$ cat config.mk
export PLATFORM = sky130hd
export DESIGN_NAME = rpc_receive_per_channel_ctrl
export DESIGN_NICKNAME = d
export VERILOG_FILES = /design/src/verilog/rpc_pkg.sv /design/src/verilog/rpc_pcm_modify.sv /design/src/verilog/rpc_receive_per_channel_ctrl.sv
export SDC_FILE = /design/constraint.sdc
export NUM_CORES = 1
export LEC_CHECK = 0
export ABC_CLOCK_PERIOD_IN_PS = 8000
export BUFFER_PORTS_ARGS = -buffer_cell sky130_fd_sc_hd__buf_2
export CORE_UTILIZATION = 30
export CTS_CLUSTER_SIZE = 8
export DETAILED_ROUTE_END_ITERATION = 7
export GPL_TIMING_DRIVEN = 0
export PLACE_DENSITY = 0.55
export REMOVE_ABC_BUFFERS = 1
export SYNTH_ARGS = -nofsm -noshare
export SYNTH_HDL_FRONTEND = slang
export SYNTH_SLANG_ARGS = --single-unit
export TNS_END_PERCENT = 5
$ cat constraint.sdc
create_clock -name clk -period 8 [get_ports clk]
set_input_delay 1.6 -clock clk [delete_from_list [all_inputs] [get_ports clk]]
set_output_delay 1.6 -clock clk [all_outputs]
set_load 0.005 [all_outputs]
$ cat src/verilog/rpc_pkg.sv
// Package for the receive per-channel control block.
// Assumes a single 250 MHz clock and an 8-bit register port.
`default_nettype none
package rpc_pkg;
	// Register offsets and reset values on the host port
	localparam logic [7:0] RPC_CFG_ADDR = 8'h50;
	localparam logic [7:0] RPC_STATUS_ADDR = 8'h51;
	localparam logic [7:0] RPC_ADDR_CTRL_ADDR = 8'h52;
	localparam logic [7:0] RPC_DATA_BUF_ADDR = 8'h53;
	localparam logic [7:0] RPC_DATA_BUF_RESET = 8'h00;
	localparam logic [7:0] RPC_ADDR_CTRL_RESET = 8'h00;
	// Address/control, config and status fields
	localparam int RPC_DIR_BIT = 7;
	localparam int RPC_CFG_IND_BIT = 1;
	localparam int RPC_CFG_EN_BIT = 0;
	localparam int RPC_BUSY_BIT = 7;
	// Internal table index bands
	localparam logic [6:0] RPC_CTRL_FIRST = 7'h01;
	localparam logic [6:0] RPC_CTRL_LAST = 7'h18;
	localparam logic [6:0] RPC_DTRK_FIRST = 7'h19;
	localparam logic [6:0] RPC_DTRK_LAST = 7'h30;
	localparam logic [6:0] RPC_STRK_FIRST = 7'h31;
	localparam logic [6:0] RPC_STRK_LAST = 7'h48;
	// Control byte fields
	localparam int RPC_INVERT_BIT = 7;
	localparam int RPC_DTRK_SUB_BIT = 6;
	localparam int RPC_MW_BIT = 5;
	localparam int RPC_SIGN_INV_BIT = 4;
	// Access timing
	localparam int RPC_CLK_MHZ = 250;
	localparam int RPC_ACCESS_NS = 640;
	localparam int RPC_ACCESS_CYC = (RPC_ACCESS_NS * RPC_CLK_MHZ) / 1000;
	localparam int RPC_CNT_W = 8;
	// Access machine states
	typedef enum logic [1:0] {
		RPC_IDLE = 2'b00,
		RPC_RUN = 2'b01,
		RPC_DONE = 2'b10
	} rpc_state_t;
endpackage : rpc_pkg
`default_nettype wire

$ cat src/verilog/rpc_pcm_modify.sv
// Per-bit modifier for the receive PCM output stream.
// Assumes bit_pos counts 7 down to 0 across a timeslot, MSB first.
`default_nettype none
module rpc_pcm_modify
	import rpc_pkg::*;
(
	input wire logic [7:0] ctrl_byte,
	input wire logic [7:0] dtrk_byte,
	input wire logic [7:0] mw_byte,
	input wire logic [2:0] bit_pos,
	input wire logic rx_bit,
	input wire logic enable,
	output logic out_bit
);
	logic inv;
	// Priority: milliwatt, trunk substitution, inversions
	always_comb begin
		inv = ctrl_byte[RPC_INVERT_BIT];
		if (bit_pos == 3'h7)
			inv = inv ^ ctrl_byte[RPC_SIGN_INV_BIT];
		if (!enable)
			out_bit = rx_bit;
		else if (ctrl_byte[RPC_MW_BIT])
			out_bit = mw_byte[bit_pos];
		else if (ctrl_byte[RPC_DTRK_SUB_BIT])
			out_bit = dtrk_byte[bit_pos];
		else
			out_bit = rx_bit ^ inv;
	end
endmodule : rpc_pcm_modify
`default_nettype wire

$ cat src/verilog/rpc_receive_per_channel_ctrl.sv
// Indirect access path and per-channel table for receive PCM control.
// Assumes a host port with one-cycle strobes and read data a cycle later,
// and a receive stream with channel number and bit position supplied.
//
// The implementer's own choice: the address-and-strobe port.
`default_nettype none
// How it works
// - Data buffer holds write byte, and read result after an internal read.
// - Read result lands in the data buffer within 640 ns.
// - Indices 01h-18h are control bytes for channels 1 to 24.
// - Indices 19h-30h are data trunk bytes for channels 1 to 24.
// - Indices 31h-48h are signalling trunk bytes for channels 1 to 24.
// - Control byte: invert bit7, trunk bit6, milliwatt bit5, sign bit4.
// - Invert flag complements every output bit of that channel, except bit 7 when the sign bit is also set.
// - Table drives per-channel output processing and conditioning codes.
// - Busy is high during an access, drops on a clock edge after.
// - Address/control write while idle starts access; bits 6:0 index, bit7 read.
// - Trunk flag replaces the whole timeslot with the trunk byte.
// - Milliwatt beats trunk substitution, which beats inversion.
module rpc_receive_per_channel_ctrl
	import rpc_pkg::*;
#(
	parameter int NUM_CH = 24,
	parameter int ACCESS_CYC = RPC_ACCESS_CYC
) (
	input wire logic clk,
	input wire logic sys_rst,
	input wire logic [7:0] reg_addr,
	input wire logic [7:0] reg_wdata,
	input wire logic reg_wr,
	input wire logic reg_rd,
	output logic [7:0] reg_rdata,
	input wire logic rx_pcm_in,
	input wire logic [4:0] rx_channel,
	input wire logic [2:0] rx_bit_pos,
	input wire logic [7:0] milliwatt_byte,
	output logic receive_pcm_out,
	output logic [4:0] sig_trunk_code,
	output logic sig_trunk_sub
);
	logic [7:0] ctrl_mem [NUM_CH];
	logic [7:0] dtrk_mem [NUM_CH];
	logic [7:0] strk_mem [NUM_CH];
	logic [7:0] data_buf_q, data_buf_d;
	logic [7:0] addr_ctrl_q, addr_ctrl_d;
	logic [1:0] cfg_q, cfg_d;
	logic [7:0] rdata_q, rdata_d;
	logic [RPC_CNT_W-1:0] cnt_q, cnt_d;
	rpc_state_t state_q, state_d;
	logic tbl_we;
	logic [7:0] tbl_rd;
	logic [6:0] idx;
	logic [4:0] ch_sel;
	logic [1:0] band;
	logic busy;
	logic pcm_d, pcm_q;
	logic [4:0] sig_code_d, sig_code_q;
	logic sig_sub_d, sig_sub_q;

	// Target index and busy flag from the held access
	assign idx = addr_ctrl_q[6:0];
	assign busy = (state_q != RPC_IDLE);

	// Decode table index into band and channel
	always_comb begin
		band = 2'h0;
		ch_sel = 5'h00;
		if (idx >= RPC_CTRL_FIRST && idx <= RPC_CTRL_LAST) begin
			band = 2'h1;
			ch_sel = 5'(idx - RPC_CTRL_FIRST);
		end else if (idx >= RPC_DTRK_FIRST && idx <= RPC_DTRK_LAST) begin
			band = 2'h2;
			ch_sel = 5'(idx - RPC_DTRK_FIRST);
		end else if (idx >= RPC_STRK_FIRST && idx <= RPC_STRK_LAST) begin
			band = 2'h3;
			ch_sel = 5'(idx - RPC_STRK_FIRST);
		end
	end

	// Table read mux
	always_comb begin
		case (band)
			2'h1: tbl_rd = ctrl_mem[ch_sel];
			2'h2: tbl_rd = dtrk_mem[ch_sel];
			2'h3: tbl_rd = strk_mem[ch_sel];
			default: tbl_rd = 8'h00;
		endcase
	end

	// Host registers and access machine next state
	always_comb begin
		data_buf_d = data_buf_q;
		addr_ctrl_d = addr_ctrl_q;
		cfg_d = cfg_q;
		state_d = state_q;
		cnt_d = cnt_q;
		tbl_we = 1'b0;
		if (reg_wr) begin
			case (reg_addr)
				RPC_CFG_ADDR: cfg_d = reg_wdata[1:0];
				RPC_DATA_BUF_ADDR: data_buf_d = reg_wdata;
				default: ;
			endcase
		end
		case (state_q)
			RPC_IDLE: begin
				if (reg_wr && reg_addr == RPC_ADDR_CTRL_ADDR) begin
					addr_ctrl_d = reg_wdata;
					state_d = RPC_RUN;
					cnt_d = RPC_CNT_W'(ACCESS_CYC - 2);
				end
			end
			RPC_RUN: begin
				if (cnt_q == '0) begin
					state_d = RPC_DONE;
					if (addr_ctrl_q[RPC_DIR_BIT])
						data_buf_d = tbl_rd;
					else
						tbl_we = (band != 2'h0);
				end else begin
					cnt_d = cnt_q - 1'b1;
				end
			end
			RPC_DONE: state_d = RPC_IDLE;
			default: state_d = RPC_IDLE;
		endcase
	end

	// Register the host-side state
	always_ff @(posedge clk or posedge sys_rst) begin
		if (sys_rst) begin
			data_buf_q <= RPC_DATA_BUF_RESET;
			addr_ctrl_q <= RPC_ADDR_CTRL_RESET;
			cfg_q <= 2'h0;
			state_q <= RPC_IDLE;
			cnt_q <= '0;
		end else begin
			data_buf_q <= data_buf_d;
			addr_ctrl_q <= addr_ctrl_d;
			cfg_q <= cfg_d;
			state_q <= state_d;
			cnt_q <= cnt_d;
		end
	end

	// Table storage, written at access completion
	always_ff @(posedge clk) begin
		if (tbl_we) begin
			case (band)
				2'h1: ctrl_mem[ch_sel] <= data_buf_q;
				2'h2: dtrk_mem[ch_sel] <= data_buf_q;
				default: strk_mem[ch_sel] <= data_buf_q;
			endcase
		end
	end

	// Read data mux, presented one cycle after the strobe
	always_comb begin
		rdata_d = 8'h00;
		if (reg_rd) begin
			case (reg_addr)
				RPC_CFG_ADDR: rdata_d = {6'h00, cfg_q};
				RPC_STATUS_ADDR: rdata_d = {busy, 7'h00};
				RPC_ADDR_CTRL_ADDR: rdata_d = addr_ctrl_q;
				RPC_DATA_BUF_ADDR: rdata_d = data_buf_q;
				default: rdata_d = 8'h00;
			endcase
		end
	end

	// Read data register, zero outside the answer cycle
	always_ff @(posedge clk or posedge sys_rst) begin
		if (sys_rst)
			rdata_q <= 8'h00;
		else
			rdata_q <= rdata_d;
	end
	assign reg_rdata = rdata_q;

	// Channels beyond the table pass through untouched
	logic [4:0] ch_idx;
	logic en_pcm;
	assign ch_idx = (rx_channel < 5'(NUM_CH)) ? rx_channel : 5'h00;
	assign en_pcm = cfg_q[RPC_CFG_EN_BIT] && (rx_channel < 5'(NUM_CH));

	// Per-channel output processing from the table
	rpc_pcm_modify u_mod (
		.ctrl_byte(ctrl_mem[ch_idx]),
		.dtrk_byte(dtrk_mem[ch_idx]),
		.mw_byte(milliwatt_byte),
		.bit_pos(rx_bit_pos),
		.rx_bit(rx_pcm_in),
		.enable(en_pcm),
		.out_bit(pcm_d)
	);

	// Signalling code and substitution flag of the current channel
	always_comb begin
		sig_code_d = {strk_mem[ch_idx][7], strk_mem[ch_idx][3:0]};
		sig_sub_d = en_pcm && strk_mem[ch_idx][7];
	end

	// Registered output stream and signalling code
	always_ff @(posedge clk or posedge sys_rst) begin
		if (sys_rst) begin
			pcm_q <= 1'b0;
			sig_code_q <= 5'h00;
			sig_sub_q <= 1'b0;
		end else begin
			pcm_q <= pcm_d;
			sig_code_q <= sig_code_d;
			sig_sub_q <= sig_sub_d;
		end
	end

	// Outputs straight from their registers
	assign receive_pcm_out = pcm_q;
	assign sig_trunk_code = sig_code_q;
	assign sig_trunk_sub = sig_sub_q;
endmodule : rpc_receive_per_channel_ctrl
`default_nettype wire

==> impl_metrics.env <==
export IMPL_p_sw_w=0.00165
export IMPL_cp_start_kind="register"
export IMPL_grt_usage_pct=21.7
export IMPL_path_common_cell="a41oi_1"
export IMPL_fin_area_um2=34700
export IMPL_mostFrequentLayoutCells="edfxtp_1 (576), nand2_1 (275), nor2_1 (225)"
export IMPL_postCtsSetupBuffers=0
export IMPL_placedInstanceArea_um2=32200
export IMPL_finalPower_w=0.00734
export IMPL_rows=115
export IMPL_finalSetupTns_ps=0
export IMPL_comb_power_share_pct=4.7
export IMPL_drtAntennaViolNets=0
export IMPL_yosys_area_top_type="edfxtp_1"
export IMPL_cts_path_max_buffers=3
export IMPL_area_growth_pct=15.6
export IMPL_status="complete, but fails checks"
export IMPL_cts_tree="yes"
export IMPL_start_util_pct=30.4
export IMPL_path_cells="buf_16 > inv_2 > buf_12 > ha_4 > nand2b_1 > a41oi_1 > o221a_4 > nand2_4 > nand2_1 > o221ai_1 > nor4_1 > a41oi_1 > o21ai_1"
export IMPL_place_hpwl_um=70300
export IMPL_overflow=0
export IMPL_wl_um=113000
export IMPL_p_leak_nw=11.3
export IMPL_ys_types=100
export IMPL_dp_cells=3696
export IMPL_cp_max_fo=63
export IMPL_power_density_nw_per_um2=212
export IMPL_design_core_area_um2=98700
export IMPL_postCtsHoldBufs=0
export IMPL_ys_async_sr_fraction_pct=6.95
export IMPL_finalSetupViolations=0
export IMPL_fin_crit_ps=7070
export IMPL_drt_pass1_iterations=6
export IMPL_max_slew_margin_pct=-2.66
export IMPL_clock_power_share_pct=46.6
export IMPL_finish_utilization_pct=35.1
export IMPL_hp_class="reg -> reg"
export IMPL_grt_setup_unrepaired="false"
export IMPL_cts_root_buf="clkbuf_16"
export IMPL_port_buffers=51
export IMPL_clkTransAtPathRegs_ps=50
export IMPL_holdPathStages=1
export IMPL_clkSinkCount=619
export IMPL_violations="max-capacitance violations, max-slew violations"
export IMPL_fill_cells=9504
export IMPL_grt_antenna_before_repair=0
export IMPL_die_w_um=318
export IMPL_synthTopCellsByArea="edfxtp_1 (58%), mux2i_1 (4.7%), dfrtp_1 (3.6%)"
export IMPL_fmax_ghz=0.141
export IMPL_cts_resized=0
export IMPL_post_drt_wl_per_cell_um=29.4
export IMPL_fin_skew_ps=26.1
export IMPL_critPathKind="reg -> reg"
export IMPL_vias=23200
export IMPL_grt_pass1_vias=22600
export IMPL_place_congestion=0.905
export IMPL_drv_slew=4
export IMPL_period_share_pct=88.4
export IMPL_grt_pass1_wl_um=161000
export IMPL_final_hold_violation_count=0
export IMPL_ff2ff_setup_slack_ps=930
export IMPL_final_layout_size_suffix_gt1_share_pct=13.2
export IMPL_numCtsBuffers=87
export IMPL_synth_seq_cells=619
export IMPL_synthCells=2514
export IMPL_clkLatencyLatePin_ps=640
export IMPL_finalNetCount=2545
export IMPL_die_area_um2=101000
export IMPL_first_iter_violations=3397
export IMPL_final_common_cell="edfxtp_1"
export IMPL_worstRegToRegCells=13
export IMPL_routed_via_density=6.05
export IMPL_htreeDepth=3
export IMPL_sw_frac_of_total_pct=22.5
export IMPL_dieHeight_um=318
export IMPL_synthFlopType="edfxtp_1"
export IMPL_cp_data_arrival_time_ps=7610
export IMPL_synth_area_um2=30000
export IMPL_worstSetupEndpointType="register"
export IMPL_ys_seq_area_share_pct=61.2
export IMPL_synth_avg_cell_area_um2=11.9
export IMPL_instances_no_fill=3841
export IMPL_internal_power_w=0.00569
export IMPL_maxCapViolations=2
export IMPL_critical_path_slowest_cell="nand2_1"
export IMPL_netlist_area_leader_share_pct=57.7
export IMPL_grt_max_degree=88
export IMPL_synth_edff_count=576
export IMPL_ios=52
export IMPL_power_frac_seq_pct=48.7
export IMPL_worst_slew_pin_slew_ps=1530
export IMPL_ir_worst_vdd_mv=0.153
export IMPL_worstPathRequired_ps=8540
export IMPL_yosysWarningCount=0
export IMPL_critPathMaxStageDelay_ps=1250
export IMPL_drc=0
==> layout make-up <==
class	instances	area [um^2]	area share, %
Antenna cell	1	2.50	0.00722
Clock buffer	139	2410	6.97
Clock inverter	4	42.5	0.123
Inverter	21	81.3	0.235
Multi-Input combinational cell	1671	10800	31.3
Sequential cell	619	18400	53.0
Tap cell	1287	1610	4.64
Timing Repair Buffer	99	1290	3.72
==> synth_stat cells, types with 20 or more instances <==
master    number
a221oi_1      31
nor2_1       230
nand3_1       28
o221ai_1      40
o211ai_1      28
buf_1         35
a31oi_1       34
o22ai_1       40
a211oi_1      31
mux2i_1      140
o21ai_0      195
buf_2         64
dfrtp_1       43
clkbuf_1      97
nand2_1      277
mux4_2        21
nor3_1        61
inv_1         20
mux2_2        58
edfxtp_1     576
a21oi_1      151
==> critical path: cells and delay by family (launching register included) <==
| family | cells | cell delay (ps) |
|---|---|---|
| simple gates | 4 | 2960 |
| compound gates | 5 | 2040 |
| buf+inv | 3 | 1040 |
| flops | 1 | 490 |
| fa+ha+maj | 1 | 180 |
==> path summary, 6_finish.rpt <==
check | from | to
worst min-delay path | cnt_q[0]$_DFFE_PP0P_ | cnt_q[0]$_DFFE_PP0P_
worst max register to register | addr_ctrl_q[0]$_DFFE_PP0P_ | data_buf_q[2]$_DFF_PP0_
min in group asynchronous | sys_rst | sig_trunk_code[4]$_DFF_PP0_
max in group asynchronous | sys_rst | addr_ctrl_q[0]$_DFFE_PP0P_
worst min register to register | cnt_q[0]$_DFFE_PP0P_ | cnt_q[0]$_DFFE_PP0P_
worst max-delay path | addr_ctrl_q[0]$_DFFE_PP0P_ | data_buf_q[2]$_DFF_PP0_
==> logic make-up after synthesis <==
logic type | Yosys count | synth area share [%]
DFF | 619 | 61.2
and+or+nand+nor | 714 | 10.6
buffers and inverters | 224 | 3.18
AOI/OAI and AO/OA | 716 | 15.8
xor gates and xnor gates | 13 | 0.380
muxes | 219 | 8.43
adders and majority gates | 9 | 0.375
==> through the flow <==
step                      hold WS [ps]  setup slack, ps
after floorplan                    467            -4770
after global placement             487           -22520
after detailed placement           498             1210
after CTS                          508             1160
after global routing               523              919
final                              506              926
==> flip-flops by register name, summed over array words and instances, names as in the netlist <==
signal           flops
reg_rdata            8
cfg_q                2
state_q              2
sig_trunk_sub        1
data_buf_q           8
cnt_q                8
sig_trunk_code       5
strk_mem           192
dtrk_mem           192
receive_pcm_out      1
addr_ctrl_q          8
ctrl_mem           192
==> power groups by stage <==
stage                     Clock [W]  Combinational, W  Sequential (W)
final                       0.00342          0.000348         0.00357
after global placement            0          0.000287         0.00366
after floorplan                   0          0.000132         0.00363
after CTS                   0.00345          0.000334         0.00357
after global routing        0.00358          0.000357         0.00357
after detailed placement          0          0.000334         0.00364
==> layer usage <==
layer / vias up / track usage [%] / routed length (um)
met1: 11600 / 28.2 / 43400
li1: 9696 / - / -
met2: 1641 / 33.9 / 51300
met5: - / 0 / 0
met4: 0 / 10.6 / 5500
met3: 345 / 4.96 / 12700
Note: power is estimated with default switching activity, not from simulation.
